File: src/hw/serial_mux_pkg.sv
// Purpose: Shared constants and types of the serial mux with scan
// Assumes: clk is the high-speed reference, one line bit per period
// Notes:   Identification value is arbitrary
package serial_mux_pkg;
   // ****************************************
   // Datapath shape
   // ****************************************
   localparam int CHANNELS      = 32;
   localparam int GROUPS        = 4;
   localparam int GROUP_BITS    = 8;
   localparam int LINE_RATE_MBS = 2500;
   localparam int LOW_RATE_MBS  = 78;
   localparam int DIV_RATIO     = LINE_RATE_MBS / LOW_RATE_MBS;
   localparam int DIV_W         = $clog2(DIV_RATIO);
   localparam logic [DIV_W-1:0] DIV_LAST = DIV_W'(DIV_RATIO - 1);
   localparam logic [DIV_W-1:0] DIV_HALF = DIV_W'(DIV_RATIO / 2);
   localparam logic [DIV_W-1:0] PHASE_STEP = DIV_W'(DIV_RATIO / 4);
   localparam logic [1:0]       SHIFT_SLOT = 2'h3;
   localparam int FIFO_DEPTH    = 4;
   // ****************************************
   // Scan
   // ****************************************
   localparam int TCK_MAX_MHZ = 12;
   localparam int BSR_LEN     = 36;
   localparam int ID_LEN      = 32;
   localparam int BSR_LOWCLK  = 35;
   localparam int BSR_LOOP    = 34;
   localparam int BSR_SEL2    = 33;
   localparam int BSR_SEL1    = 32;
   localparam logic [1:0] IR_EXTEST  = 2'h0;
   localparam logic [1:0] IR_PRELOAD = 2'h1;
   localparam logic [1:0] IR_IDCODE  = 2'h2;
   localparam logic [1:0] IR_BYPASS  = 2'h3;
   localparam logic [1:0] IR_CAPTURE = 2'h1;
   // Arbitrary identification value; LSB must stay 1
   localparam logic [31:0] ID_DEFAULT = 32'h0000_5a01;
   typedef enum logic [3:0] {
      TLR, RTI, SEL_DR, CAP_DR, SH_DR, EX1_DR, PA_DR, EX2_DR, UPD_DR,
      SEL_IR, CAP_IR, SH_IR, EX1_IR, PA_IR, EX2_IR, UPD_IR
   } tap_type;
endpackage

File: src/hw/serial_mux_with_scan.sv
// Purpose: 32-to-1 two-stage serializer with loop mode and scan port
// Assumes: clk is the reference clock; pins are asynchronous
// Notes:   Scan clock is oversampled, so it must stay slow
// Operation
// - Split 32 channels into four groups of eight, each serialized 8:1.
// - Each group is a shift register loaded on the pulse, shifted at 625.
// - Sync unit makes the load pulse; two select pins move the capture phase.
// - Two 2:1 muxes then a third 2:1 mux merge into one stream.
// - Channel 31 goes out first as MSB, channel 0 last.
// - Loop enable low sends data to loopback outputs, else line outputs.
// - The unselected set of serial output buffers is switched off.
// - Reference clock divided to 78 MHz on the low-speed clock output.
// - Scan covers all low-speed pins but captureReady; every test except SAMPLE.
// - Two-bit instruction: 00 EXTEST, 01 preload, 10 IDCODE, 11 BYPASS.
// - Identification and boundary registers share one shift chain.
// - Identification shifts out LSB first, and that LSB is one.
// - Chain bits: 35 low clock, 34 loop, 33 sel2, 32 sel1, 31..0 data.
// - TAP controller and bypass register follow the standard.
// - Undriven scan inputs read as high.
// - Bit clock goes to loopback clock outputs in loop mode, else line.
`timescale 1ns/1ps
`default_nettype none

// ****************************************
// Word FIFO between capture and load
// ****************************************
module sync_fifo #(
   parameter int WIDTH = 32,
   parameter int DEPTH = 4
) (
   input  wire logic             clk,      // Reference clock
   input  wire logic             rst_b,    // Async reset, low
   input  wire logic             inValid,  // Word offered
   output logic                  inReady,  // Room for a word
   input  wire logic [WIDTH-1:0] inData,   // Word in
   output logic                  outValid, // Word available
   input  wire logic             outReady, // Word taken
   output logic      [WIDTH-1:0] outData   // Word out
);
   localparam int AW = $clog2(DEPTH);
   logic [WIDTH-1:0] mem [DEPTH];
   logic [AW:0]      wrPtr;
   logic [AW:0]      rdPtr;
   logic             full;
   logic             empty;

   // Extra pointer bit tells full from empty
   assign full     = (wrPtr[AW] != rdPtr[AW]) &&
                     (wrPtr[AW-1:0] == rdPtr[AW-1:0]);
   assign empty    = (wrPtr == rdPtr);
   assign inReady  = !full;
   assign outValid = !empty;
   assign outData  = mem[rdPtr[AW-1:0]];

   // Pointers
   always_ff @(posedge clk or negedge rst_b) begin
      if (!rst_b) begin
         wrPtr <= '0;
         rdPtr <= '0;
      end else begin
         if (inValid && !full) begin
            wrPtr <= wrPtr + 1'b1;
         end
         if (outReady && !empty) begin
            rdPtr <= rdPtr + 1'b1;
         end
      end
   end

   // Storage needs no reset
   always_ff @(posedge clk) begin
      if (inValid && !full) begin
         mem[wrPtr[AW-1:0]] <= inData;
      end
   end
endmodule // sync_fifo

// ****************************************
// Top level
// ****************************************
module serial_mux_with_scan
   import serial_mux_pkg::*;
#(
   parameter logic [31:0] ID_CODE = ID_DEFAULT // Arbitrary value
) (
   input  wire logic          clk,                 // Reference clock
   input  wire logic          rst_b,               // Async reset, low
   input  wire logic [CHANNELS-1:0] parallelChannelIn, // Parallel data
   input  wire logic          loopEnableN,         // Loop mode, low
   input  wire logic          loadPhaseSelect1,    // Load phase sel 1
   input  wire logic          loadPhaseSelect2,    // Load phase sel 2
   output logic               lowSpeedClockOut,    // Divided clock
   output logic               captureReady,        // FIFO has room
   output logic               lineDataOut,         // Line data
   output logic               lineDataOutInv,      // Line data inv
   output logic               lineClockOut,        // Line clock
   output logic               lineClockOutInv,     // Line clock inv
   output logic               lineOutputOn,        // Line buffers on
   output logic               loopbackDataOut,     // Loop data
   output logic               loopbackDataOutInv,  // Loop data inv
   output logic               loopbackClockOut,    // Loop clock
   output logic               loopbackClockOutInv, // Loop clock inv
   output logic               loopbackOutputOn,    // Loop buffers on
   input  wire logic          testClock,           // Scan clock pin
   input  wire logic          testModeSelect,      // Scan mode select
   input  wire logic          testDataIn,          // Scan data in
   input  wire logic          testResetN,          // Scan reset, low
   output logic               testDataOut,         // Scan data out
   output logic               testDataOutOn        // Scan out enable
);
   typedef struct packed {
      logic [CHANNELS-1:0] data1;
      logic [CHANNELS-1:0] data2;
      logic [2:0]  ctl1;     // loop, sel2, sel1
      logic [2:0]  ctl2;
      logic [3:0]  tap1;     // reset, clock, mode, data
      logic [3:0]  tap2;
      logic        tckPrev;
      logic [DIV_W-1:0] divCount;
      logic        lowClk;
      logic [GROUPS-1:0][GROUP_BITS-1:0] grp;
      logic        lineData;
      logic        loopData;
      logic        bitClk;
      logic        lineOn;
      logic        loopOn;
      tap_type     tap;
      logic [1:0]  ir;
      logic [1:0]  irShift;
      logic [BSR_LEN-1:0] chain;
      logic [BSR_LEN-1:0] bsrOut;
      logic        bypass;
      logic        tdo;
      logic        tdoOn;
   } state_type;

   state_type st;
   state_type next_st;
   logic [CHANNELS-1:0] fifoData;
   logic      fifoValid;
   logic      captureNow;
   logic      loadNow;
   logic [DIV_W-1:0] capturePhase;
   // Sync unit: synced selects move the capture slot by quarters
   assign capturePhase = DIV_W'(st.ctl2[1:0]) * PHASE_STEP;
   assign captureNow   = (st.divCount == capturePhase);
   assign loadNow      = (st.divCount == DIV_LAST);
   // Decouples pin capture from the load pulse
   sync_fifo #(.WIDTH(CHANNELS), .DEPTH(FIFO_DEPTH)) wordFifo (
      .clk      (clk),
      .rst_b    (rst_b),
      .inValid  (captureNow),
      .inReady  (captureReady),
      .inData   (st.data2),
      .outValid (fifoValid),
      .outReady (loadNow),
      .outData  (fifoData)
   );

   // ****************************************
   // Next state
   // ****************************************
   always_comb begin
      logic    tckRise, tckFall, tmsS, tdiS, loopMode;
      logic    g3, g2, g1, g0, muxA, muxB, serial;
      tap_type nt;
      next_st  = st;
      tckRise  = st.tap2[2] && !st.tckPrev;
      tckFall  = !st.tap2[2] && st.tckPrev;
      tmsS     = st.tap2[1];
      tdiS     = st.tap2[0];
      loopMode = !st.ctl2[2];
      nt       = st.tap;
      // Stage two: 2:1 pairs then final 2:1, MSB channel first
      g3       = st.grp[3][GROUP_BITS-1];
      g2       = st.grp[2][GROUP_BITS-1];
      g1       = st.grp[1][GROUP_BITS-1];
      g0       = st.grp[0][GROUP_BITS-1];
      muxA     = st.divCount[1] ? g1 : g3;
      muxB     = st.divCount[1] ? g0 : g2;
      serial   = st.divCount[0] ? muxB : muxA;
      // Two-stage pin synchronisers
      next_st.data1   = parallelChannelIn;
      next_st.data2   = st.data1;
      next_st.ctl1    = {loopEnableN, loadPhaseSelect2, loadPhaseSelect1};
      next_st.ctl2    = st.ctl1;
      next_st.tap1    = {testResetN, testClock, testModeSelect,
                         testDataIn};
      next_st.tap2    = st.tap1;
      next_st.tckPrev = st.tap2[2];
      // Divider: high for the first half of each word
      next_st.divCount = (st.divCount == DIV_LAST) ? '0
                         : st.divCount + 1'b1;
      next_st.lowClk   = (next_st.divCount < DIV_HALF);
      // Stage one: load on the pulse, else shift every fourth bit
      for (int g = 0; g < GROUPS; g++) begin
         if (loadNow) begin
            for (int j = 0; j < GROUP_BITS; j++) begin
               next_st.grp[g][j] = fifoValid ?
                  fifoData[j*GROUPS+g] : 1'b0;
            end
         end else if (st.divCount[1:0] == SHIFT_SLOT) begin
            next_st.grp[g] = {st.grp[g][GROUP_BITS-2:0], 1'b0};
         end
      end
      // Route by mode; idle set is held off
      next_st.lineOn   = !loopMode;
      next_st.loopOn   = loopMode;
      next_st.lineData = !loopMode && serial;
      next_st.loopData = loopMode && serial;
      next_st.bitClk   = !st.bitClk;
      // TAP controller, advanced on synced scan clock edges
      if (tckRise) begin
         case (st.tap)
            TLR:    nt = tmsS ? TLR    : RTI;
            RTI:    nt = tmsS ? SEL_DR : RTI;
            SEL_DR: nt = tmsS ? SEL_IR : CAP_DR;
            CAP_DR: nt = tmsS ? EX1_DR : SH_DR;
            SH_DR:  nt = tmsS ? EX1_DR : SH_DR;
            EX1_DR: nt = tmsS ? UPD_DR : PA_DR;
            PA_DR:  nt = tmsS ? EX2_DR : PA_DR;
            EX2_DR: nt = tmsS ? UPD_DR : SH_DR;
            UPD_DR: nt = tmsS ? SEL_DR : RTI;
            SEL_IR: nt = tmsS ? TLR    : CAP_IR;
            CAP_IR: nt = tmsS ? EX1_IR : SH_IR;
            SH_IR:  nt = tmsS ? EX1_IR : SH_IR;
            EX1_IR: nt = tmsS ? UPD_IR : PA_IR;
            PA_IR:  nt = tmsS ? EX2_IR : PA_IR;
            EX2_IR: nt = tmsS ? UPD_IR : SH_IR;
            default: nt = tmsS ? SEL_DR : RTI;
         endcase
         next_st.tap = nt;
         // Register actions in the state being left
         case (st.tap)
            TLR: begin
               next_st.ir = IR_IDCODE;
            end
            CAP_DR: begin
               if (st.ir == IR_BYPASS) begin
                  next_st.bypass = 1'b0;
               end else if (st.ir == IR_IDCODE) begin
                  next_st.chain[ID_LEN-1:0] = ID_CODE;
               end else begin
                  // Inputs and the divided clock as seen now
                  next_st.chain = {st.lowClk, st.ctl2,
                                   st.data2};
               end
            end
            SH_DR: begin
               if (st.ir == IR_BYPASS) begin
                  next_st.bypass = tdiS;
               end else if (st.ir == IR_IDCODE) begin
                  next_st.chain[ID_LEN-1:0] =
                     {tdiS, st.chain[ID_LEN-1:1]};
               end else begin
                  next_st.chain = {tdiS,
                                   st.chain[BSR_LEN-1:1]};
               end
            end
            UPD_DR: begin
               if (st.ir == IR_EXTEST || st.ir == IR_PRELOAD) begin
                  next_st.bsrOut = st.chain;
               end
            end
            CAP_IR: next_st.irShift = IR_CAPTURE;
            SH_IR:  next_st.irShift = {tdiS, st.irShift[1]};
            UPD_IR: next_st.ir = st.irShift;
            default: next_st.ir = st.ir;
         endcase
      end
      // Scan output changes on the falling edge
      if (tckFall) begin
         next_st.tdoOn = (st.tap == SH_DR) || (st.tap == SH_IR);
         if (st.tap == SH_IR) begin
            next_st.tdo = st.irShift[0];
         end else if (st.ir == IR_BYPASS) begin
            next_st.tdo = st.bypass;
         end else begin
            next_st.tdo = st.chain[0];
         end
      end
      // Scan reset pin forces the TAP state, instruction and scan output enable
      if (!st.tap2[3]) begin
         next_st.tap   = TLR;
         next_st.ir    = IR_IDCODE;
         next_st.tdoOn = 1'b0;
      end
   end

   // ****************************************
   // State register
   // ****************************************
   always_ff @(posedge clk or negedge rst_b) begin
      if (!rst_b) begin
         st      <= '0;
         st.ctl1 <= '1;
         st.ctl2 <= '1;
         st.tap1 <= '1;
         st.tap2 <= '1;
         st.tckPrev <= 1'b1;
         st.lowClk  <= 1'b1;
         st.ir      <= IR_IDCODE;
         st.tap     <= TLR;
         st.lineOn  <= 1'b1;
      end else begin
         st <= next_st;
      end
   end

   // ****************************************
   // Outputs
   // ****************************************
   // EXTEST takes over the low-speed clock output pin
   assign lowSpeedClockOut = (st.ir == IR_EXTEST) ?
                             st.bsrOut[BSR_LOWCLK] : st.lowClk;
   assign lineDataOut         = st.lineData;
   assign lineDataOutInv      = st.lineOn && !st.lineData;
   assign loopbackDataOut     = st.loopData;
   assign loopbackDataOutInv  = st.loopOn && !st.loopData;
   // Bit clock to whichever set is live
   assign lineClockOut        = st.lineOn && st.bitClk;
   assign lineClockOutInv     = st.lineOn && !st.bitClk;
   assign loopbackClockOut    = st.loopOn && st.bitClk;
   assign loopbackClockOutInv = st.loopOn && !st.bitClk;
   assign lineOutputOn        = st.lineOn;
   assign loopbackOutputOn    = st.loopOn;
   assign testDataOut         = st.tdo;
   assign testDataOutOn       = st.tdoOn;
endmodule // serial_mux_with_scan

`default_nettype wire

File: config.mk
export PLATFORM = sky130hd
export DESIGN_NAME = serial_mux_with_scan
export DESIGN_NICKNAME = d
export VERILOG_FILES = /design/src/hw/serial_mux_pkg.sv /design/src/hw/serial_mux_with_scan.sv
export SDC_FILE = /design/constraint.sdc
export NUM_CORES = 1
export LEC_CHECK = 0
export ABC_AREA = 1
export BUFFER_PORTS_ARGS = -buffer_cell sky130_fd_sc_hd__buf_2
export CAP_MARGIN = 10
export CORE_ASPECT_RATIO = 1.5
export CORE_MARGIN = 2
export CORE_UTILIZATION = 50
export DETAILED_ROUTE_END_ITERATION = 16
export GPL_TIMING_DRIVEN = 1
export HOLD_SLACK_MARGIN = 0.08
export PLACE_DENSITY = 0.7
export SYNTH_ARGS = -nofsm -noshare
export SYNTH_HDL_FRONTEND = slang
export SYNTH_HIERARCHICAL = 1
export SYNTH_SLANG_ARGS = --single-unit
export TNS_END_PERCENT = 20
File: constraint.sdc
create_clock -name clk -period 2.7 [get_ports clk]
set_input_delay 0.54 -clock clk [delete_from_list [all_inputs] [get_ports clk]]
set_output_delay 0.54 -clock clk [all_outputs]
set_load 0.02 [all_outputs]
[Word level (Yosys, flattened, before mapping)]
Memories as Yosys holds them, arrays and structs flattened.
Cells that the tools add are included.
Storage, ports and cells
  register bits: 211
  bits in writable memories: 128
  bits of input ports: 41
  output and inout bits: 14
  logic and storage cells: 182
  memories: 1
Operators by class
  $add $sub $neg: 3
  $lt $le $gt $ge: 1
  equal/unequal tests: 32
  multiplexer cells: 80
  reductions and logical operators: 36
Memories
  wordFifo.mem: words 4, bits a word 32, rd ports 1, clocked after memory_dff 0, wr ports 1, line serial_mux_with_scan.sv:41  | logic [WIDTH-1:0] mem [DEPTH];
Operators by type and width (number)
  two-way mux 36 bit: 4
  two-way mux 81 bit: 1
  one-hot mux 36 bit (2 select lines): 1
  two-way mux 32 bit: 2
  two-way mux 8 bit: 8
  two-way mux 1 bit: 47
  one-hot mux 4 bit (11 select lines): 1
  equality test 4 bit, second input constant: 8
  two-way mux 4 bit: 6
  equality test 4 x 3 -> 1 bit, second input constant: 4
  logical AND 1 bit: 13
  inequality test 2 bit, second input constant: 5
  equality test 4 x 2 -> 1 bit, second input constant: 2
  zero test 1 bit: 8
  one-hot mux 2 bit (2 select lines): 2
  AND reduction 4 bit: 2
  adder 3 x 1 -> 3 bit, second input constant: 2
  equality test 2 bit, second input constant: 3
  two-way mux 2 bit: 3
  two-way mux 3 bit: 2
  two-way mux 6 bit: 1
  inequality test 2 x 1 -> 1 bit, second input constant: 3
  AND reduction 6 bit: 1
  nonzero test 2 bit: 3
  other kinds (17): 20

[Depth between registers and ports, before layout]
Gate-level depths: netlist (run 1).
  word-level depth: 6
  gate-level depth with buffers: 11
  mapped depth without buffers: 10

[Modules after synthesis]
Netlist (run 1), hierarchy kept.
By module, submodules not included
  serial_mux_with_scan: instances 1, cells an instance 674, area each 6741.5 µm², seq. area each 4276.6 µm²
  sync_fifo: instances 1, cells an instance 369, area each 5167.5 µm², seq. area each 3993.8 µm²

[Worst setup path before layout (run 1)]
No wires, ideal clock.
  path kind: flip-flop to flip-flop
  from: register st[135] (netlist name)
  to: memory wordFifo.mem[0][0] (enable)
  setup time: 0.421 ns
  arrival: 2.559 ns
  data required time: 2.279 ns
  path slack: -0.280 ns
  stages on the path, launching flop included: 7
  path buffers: 0
  clock period less this slack: 2.980 ns
  path through: dfstp_2 -> nor2_1 -> nor2_1 -> nand2_1 -> a211oi_1 -> nand2_2 -> nor2_1
Between the ends
  longest elaborated chain between the ends: 4
RTL lines
  from (decl): line serial_mux_with_scan.sv:137  | state_type st;
  from (signal assigned): line serial_mux_with_scan.sv:306  | st <= next_st;
  equality test 5 bit: line serial_mux_with_scan.sv:146  | assign captureNow = (st.divCount == capturePhase);
  net captureNow: line serial_mux_with_scan.sv:141  | logic captureNow;
  logical AND 1 bit: line serial_mux_with_scan.sv:72  | if (inValid && !full) begin
  two-way mux 1 bit: line serial_mux_with_scan.sv:72
  two-way mux 1 bit (not written as such): line serial_mux_with_scan.sv:73  | mem[wrPtr[AW-1:0]] <= inData;
  to (decl): line serial_mux_with_scan.sv:41
The timed path passes the listed nets, and every way through them passes these cells.

[Final worst setup path (run 1)]
  from: register wordFifo.wrPtr[0]
  to: output captureReady
Between the ends
  longest elaborated chain between the ends: 3
RTL lines
  from (decl): line serial_mux_with_scan.sv:42  | logic [AW:0] wrPtr;
  from (signal assigned): line serial_mux_with_scan.sv:62  | wrPtr <= wrPtr + 1'b1;
  equality test 2 bit: line serial_mux_with_scan.sv:49  | (wrPtr[AW-1:0] == rdPtr[AW-1:0]);
  logical AND 1 bit: line serial_mux_with_scan.sv:48  | assign full = (wrPtr[AW] != rdPtr[AW]) &&
  zero test 1 bit: line serial_mux_with_scan.sv:51  | assign inReady = !full;
  to (decl): line serial_mux_with_scan.sv:93  | output logic captureReady,
Every way passes these cells.

==> flow_summary.yaml, run 1 <==
power:
  leakage_nw: 5.472
  vdd.ir_drop.worst_mv: 0.4868
  p_per_area_nw_per_um2: 686.3
setup_path:
  path_max_fanout: 6
  arrival_ns: 1.61
  cp-start-kind: "register"
  critPathKind: "register to primary output"
  r2r_cells: 7
  end_kind: "primary output"
  reg2reg_from: "st[122]$_DFF_PN0_"
  required_ns: 2.16
  r2r_end: "wordFifo/mem[0][17]$_DFFE_PP_"
  r2r_slack_ns: 0.58
  critPathLaunch: "wordFifo/wrPtr[0]$_DFFE_PN0P_"
  crit_end: "captureReady"
clocking:
  clk_path_buf_depth: 3
  cts_tree: "done"
  clock-sinks: 304
  htree_num_levels: 1
  cts_buffers: 26
  ctsRootBufferMaster: "clkbuf_16"
  cts_resized: 0
  postCtsSetupBuffers: 0
  cts_hold_buf: 1
  clock_latency_ns: 0.52
  path_clk_slew_ns: 0.06
synth:
  synthesis.area_um2: 11910
  synth.top_cell.area_share_pct: 33.20
  avgSynthCellArea_um2: 11.42
  synthArstFlopShare_pct: 57.89
  syn_inst: 1043
  ys_seq_area_share_pct: 69.45
  yosys-top-cells-area: "dfrtp_1 33%, edfxtp_1 32%, nor2_1 4.1%"
  yosys_warnings: 6
  synthDistinctLibCells: 38
  synth_flop_cell: "dfrtp_1"
  ys_ff_latch: 304
  yosysTopAreaCell: "dfrtp_1"
  synth_fp_nets: 1092
  synth_edf_count: 128
cells_and_area:
  area_growth_pct: 12.58
  multi_input_area_um2: 3057
  regArea_um2: 8272
  finalNetCount: 1142
  layout-drive-gt1-share_pct: 16.98
  diodes: 0
  nFillCells: 1928
timing:
  fin_crit_sh_pct: 79.54
  setup_viol: 0
  tightest_slew_ns: 0.6925
  finalWorstSetupSlack_ns: 0.5524
  final-max-slew-violation-count: 0
  relSlewSlack_pct: 53.78
  finalSetupTns_ns: 0
  rsz0062_at_grt: "false"
  fmax_mhz: 465.6
  hold_violations: 0
  min_period_ns: 2.148
  hold_ws_ns: 0.1124
  fin_skew_ns: 0.008018
place:
  port_buffers: 54
  dp_slack_ns: 0.6085
  dp_hpwl_um: 14820
  place_congestion: 0.9197
die:
  design.core.area_um2: 23570
  num_rows: 69
  die_h_um: 193.0
  die_area_um2: 25090
  start_util_pct: 50.53
  ios: 55
  fp.dieW_um: 130.0
status:
  status: "complete, no violations"
route:
  vias: 7618
  totalWireLength_um: 22760
  drc: 0
  drt_iter0_drc: 455
  ant_nets: 0
  wire_per_inst_um: 15.89
  drtPass1Iterations: 5
  via_per_inst: 5.320
global_routing:
  antenna_found_initial: 0
  grt_pass1_wl_um: 37550
  grt_max_degree: 68
  grtUsageMet2_pct: 33.25
  met3_usage_pct: 2.594
  grtUsageTotal_pct: 18.87
  overflow: 0
  grt-busiest-layer: "met2"
  grt_use_met1_pct: 23.73
  grt_pass1_vias: 7604
run:
  max-cap-violations: 0
worst_hold_path:
  hp-class: "primary input to register"
-- where the power goes --
part	switching (W)	internal, W	total [W]
clock network	0.00157	0.00205	0.00362
logic	0.000334	0.000145	0.000480
registers	0.000109	0.00499	0.00510
total	0.00201	0.00719	0.00920
-- layer usage --
metal	wire length, µm	part of all wire [%]
met5	0	0
met4	714	3.1
met3	876	3.8
met2	11730	52
met1	9434	41
-- sequential cells by signal, summed over array words and instances (netlist names) --
register,flops
lineDataOut,1
lineOutputOn,1
loopbackDataOut,1
loopbackOutputOn,1
next_st,41
st,123
testDataOut,1
testDataOutOn,1
wordFifo/mem,128
wordFifo/rdPtr,3
wordFifo/wrPtr,3
-- worst min path at each step --
stage,startpoint,to,slack (ns),cells past startpoint
finish,loopEnableN,next_st[137]$_DFF_PN1_,0.11,1
global route,loopEnableN,next_st[137]$_DFF_PN1_,0.09,1
CTS,loopEnableN,next_st[137]$_DFF_PN1_,0.09,1
detailed placement,next_st[141]$_DFF_PN0_,st[141]$_DFF_PN0_,0.33,0
global placement,next_st[169]$_DFF_PN0_,st[169]$_DFF_PN0_,0.33,0
floorplan,rst_b,lineDataOut$_DFF_PN0_,0.24,0
-- cell families after synthesis --
family	share of synthesized area [%]
AOI/OAI and AO/OA	12.07
xor gates and xnor gates	0.2102
adders and majority gates	0.8405
buffers and inverters	4.948
DFF	69.45
muxes	0.08405
and+or+nand+nor	12.40
-- cell type report --
class                   count  area share (%)
flip-flops and latches    304           61.70
inverters                  78           2.184
multi-input cells         607           22.80
clock buffers              43           6.057
repair buffers             76           4.060
clock inverters             5          0.2240
well taps                 319           2.977
-- stage by stage --
stage	area, µm²	total power (W)	utilization (%)	instances
detailed placement	12550	0.005676	53.27	1383
floorplan	11910	0.005459	-	1043
global route	13410	0.009535	56.88	1432
finish	13410	0.009200	56.88	1432
CTS	13410	0.009285	56.88	1432
global placement	12550	0.005657	53.27	1383
-- worst max-delay path, cell delays in order (launching register included) --
cell     delay, ns
dfrtp_1       0.45
inv_1         0.15
nand2_1       0.08
nand2_2       0.10
nand3_4       0.12
buf_2         0.20
-- cells in the final DEF, fill, tap and decap left out, types with 2 or more instances in the layout --
cell,n
dfrtp_1,157
edfxtp_1,128
nor2_1,127
nand2_1,126
o21ai_0,89
nand3_1,74
inv_1,72
buf_2,53
a21oi_1,44
o21ai_1,34
o22ai_1,32
o21ai_2,28
clkbuf_16,27
dfstp_2,18
buf_4,13
a31oi_1,10
nand2_2,8
ha_1,8
buf_12,8
clkbuf_8,7
clkbuf_1,6
nor2_2,5
inv_2,5
a32o_1,4
o211ai_1,3
clkinv_2,3
nor2_4,2
nand3b_1,2
clkbuf_2,2
clkinvlp_4,2
-- synthesized netlist by cell type, types with 2 or more instances --
cell type and number:
edfxtp_1 128, buf_6 8, nor2_4 2, dfstp_2 18
o21ai_0 89, dfrtp_1 158, a32o_1 4, buf_4 2
a31oi_1 10, clkbuf_1 22, buf_2 21, o22ai_1 32
o21ai_1 34, inv_1 72, inv_2 5, o21ai_2 28
nand2_2 8, a21oi_1 44, nor2_2 2, nand2_1 126
nand3_1 74, o211ai_1 3, ha_1 8, nand3b_1 2
nor2_1 130
No activity file was read; power rests on OpenSTA's default activity.
==> inputs of run 2 (changes only) <==
--- a/config.mk
+++ b/config.mk
@@ -5,7 +5,7 @@
 export SDC_FILE = /design/constraint.sdc
 export NUM_CORES = 1
 export LEC_CHECK = 0
-export ABC_AREA = 1
+export ABC_AREA = 0
 export BUFFER_PORTS_ARGS = -buffer_cell sky130_fd_sc_hd__buf_2
 export CAP_MARGIN = 10
 export CORE_ASPECT_RATIO = 1.5
==> constraint.sdc (replaced) <==
create_clock -name clk -period 1.9 [get_ports clk]
set_input_delay 0.38 -clock clk [delete_from_list [all_inputs] [get_ports clk]]
set_output_delay 0.38 -clock clk [all_outputs]
set_load 0.02 [all_outputs]
==> flow_summary.yaml, run 2 <==
setup_path:
  critPathBufInv: 2
  max_stage_delay_ns: 0.40
  r2r_slack_ns: 0.06
  r2r_end: "wordFifo/mem[1][8]$_DFFE_PP_"
  r2r_cells: 6
  cp_slowest_cell: "or3_4"
  cpMostUsedCell: "buf_6"
  path_delay_family: "simple AND/OR/NAND/NOR gates"
  path_max_fanout: 3
  critPathKind: "register to primary output"
  reg2reg_from: "wordFifo/wrPtr[2]$_DFFE_PN0P_"
  arrival_ns: 1.72
  end_kind: "primary output"
  worstPathCellList: "buf_6, xnor2_4, or3_4, buf_6"
  required_ns: 1.52
  cp-start-kind: "register"
timing:
  relSlewSlack_pct: 65.17
  final-max-slew-violation-count: 0
  fin_crit_sh_pct: 110.5
  rsz0062_at_grt: "true"
  setup_viol: 2
  fin_skew_ns: 0.01172
  finalWorstSetupSlack_ns: -0.2001
  hold_violations: 0
  finalSetupTns_ns: -0.2602
  fmax_mhz: 476.2
  tightest_slew_ns: 0.5224
  min_period_ns: 2.100
synth:
  synth_most_common_cell: "dfrtp_1"
  avgSynthCellArea_um2: 15.25
  synth_flop_cell: "dfrtp_1"
  synthDistinctLibCells: 58
  synthArstFlopShare_pct: 57.89
  synth_edf_count: 128
  synthesis.area_um2: 11650
  synth_fp_nets: 813
  synth.top_cell.area_share_pct: 33.93
  syn_inst: 764
  yosysTopAreaCell: "dfrtp_1"
  yosys-top-cells-area: "dfrtp_1 34%, edfxtp_1 33%, mux4_2 6.4%"
  ys_ff_latch: 304
  ys_seq_area_share_pct: 70.98
  yosys_warnings: 6
  synth_commonest_cells: "158 x dfrtp_1, 128 x edfxtp_1, 84 x nand2_1"
cells_and_area:
  mostFrequentLayoutCell: "dfrtp_1"
  post-route-util_pct: 61.42
  layoutNonFillerInstCount: 1193
  finalNetCount: 942
  largest_reg_flops: 128
  layout-drive-gt1-share_pct: 26.18
  diodes: 0
  area_growth_pct: 21.10
  nFillCells: 1663
  final_area_um2: 14110
  final_cell_mix: "154 x dfrtp_1, 128 x edfxtp_1, 84 x nand2_1, 51 x buf_2, 42 x o21ai_0"
die:
  num_rows: 68
  die_h_um: 191.0
  fp.dieW_um: 128.6
  ios: 55
  design.core.area_um2: 22970
  die_area_um2: 24570
  start_util_pct: 50.72
status:
  violations: "setup timing"
  status: "finished with violations"
place:
  dp_slack_ns: 0.05264
  dpl_cell_area_um2: 12650
  dp_hpwl_um: 14380
  dp_cells: 1096
  port_buffers: 54
  place_congestion: 0.7714
power:
  p_per_area_nw_per_um2: 1009
  leakage_nw: 5.572
  switching_share_pct: 21.51
  pwr-share-clk_pct: 39.7
  p_switching_w: 0.003063
  vdd.ir_drop.worst_mv: 0.7207
  share_comb_of_total_power_pct: 8.2
  seq_power_share_pct: 52.1
  p_int_w: 0.01118
route:
  ant_nets: 0
  totalWireLength_um: 22130
  drtPass1Iterations: 4
  vias: 6530
  drt_iter0_drc: 552
  wire_per_inst_um: 18.55
  drc: 0
  via_per_inst: 5.474
global_routing:
  grt_max_degree: 40
  grtUsageTotal_pct: 18.96
  grt_pass1_vias: 6766
  overflow: 0
  grt_pass1_wl_um: 36190
  antenna_found_initial: 0
clocking:
  clock-sinks: 304
  clock_latency_ns: 0.54
  ctsRootBufferMaster: "clkbuf_16"
  htree_num_levels: 1
  path_clk_slew_ns: 0.07
  cts_buffers: 27
  clk_path_buf_depth: 3
  cts_tree: "done"
run:
  max-cap-violations: 0
worst_hold_path:
  hp-class: "primary input to async pin"
-- run 2: cells by family (layout without fill, tap and decap cells) --
logic type	count (synthesis)	count (layout)	share of synthesized area, %
buf+inv	57	206	2.470
fa+ha+maj	8	8	0.8591
simple gates	173	173	7.560
flops	304	304	70.98
compound gates	138	138	7.077
mux	71	71	9.751
xor+xnor	13	13	1.299
-- run 2: area by class of cell --
cell class              instances  area (µm²)  share of cell area (%)
repair buffers                146        1313                   9.302
clock inverters                 8       76.32                  0.5409
inverters                      11       41.29                  0.2926
multi-input cells             403        3176                   22.51
well taps                     280       350.3                   2.483
flip-flops and latches        304        8275                   58.65
clock buffers                  41       878.3                   6.225
-- run 2: worst max path at each step --
stage | startpoint | to | slack, ns | cells past startpoint
final | wordFifo/wrPtr[2]$_DFFE_PN0P_ | captureReady | -0.20 | 4
after global routing | wordFifo/wrPtr[2]$_DFFE_PN0P_ | captureReady | -0.25 | 4
after CTS | wordFifo/wrPtr[0]$_DFFE_PN0P_ | captureReady | -0.23 | 3
after detailed placement | st[79]$_DFFE_PN0P_ | st[41]$_DFFE_PN0P_ | 0.05 | 5
after global placement | st[136]$_DFF_PN1_ | wordFifo/mem[3][2]$_DFFE_PP_ | 0.07 | 5
after floorplan | st[122]$_DFF_PN0_ | st[104]$_DFFE_PN0P_ | -0.03 | 9
-- run 2: power groups by stage --
stage,clock network (W),logic [W],registers (W)
final,0.00565,0.00117,0.00742
after global routing,0.00604,0.00128,0.00745
after CTS,0.00578,0.00119,0.00742
after detailed placement,0,0.00104,0.00755
after global placement,0,0.00103,0.00752
after floorplan,0,0.000660,0.00748
-- run 2: timing repair --
action,in CTS,in global routing
setup buffers,5,3
setup endpoints to repair,2,17
hold buffers,40,0
hold endpoints to repair,74,0
pin swaps,3,1
resized for setup,7,5
-- run 2: per-layer routing --
layer / part of all wire [%] / track usage, % / up-vias
li1: - / - / 3050
met4: 2.9 / 6.355 / 0
met3: 2.9 / 1.987 / 37
met5: 0 / 0 / -
met2: 53 / 33.11 / 115
met1: 41 / 24.90 / 3328
-- run 2: per-stage QoR --
stage	hold slack, ns	total power (W)
floorplan	0.08441	0.008140
global placement	0.3223	0.008555
detailed placement	0.3184	0.008588
CTS	0.3107	0.01439
global route	0.3361	0.01478
finish	0.3240	0.01424
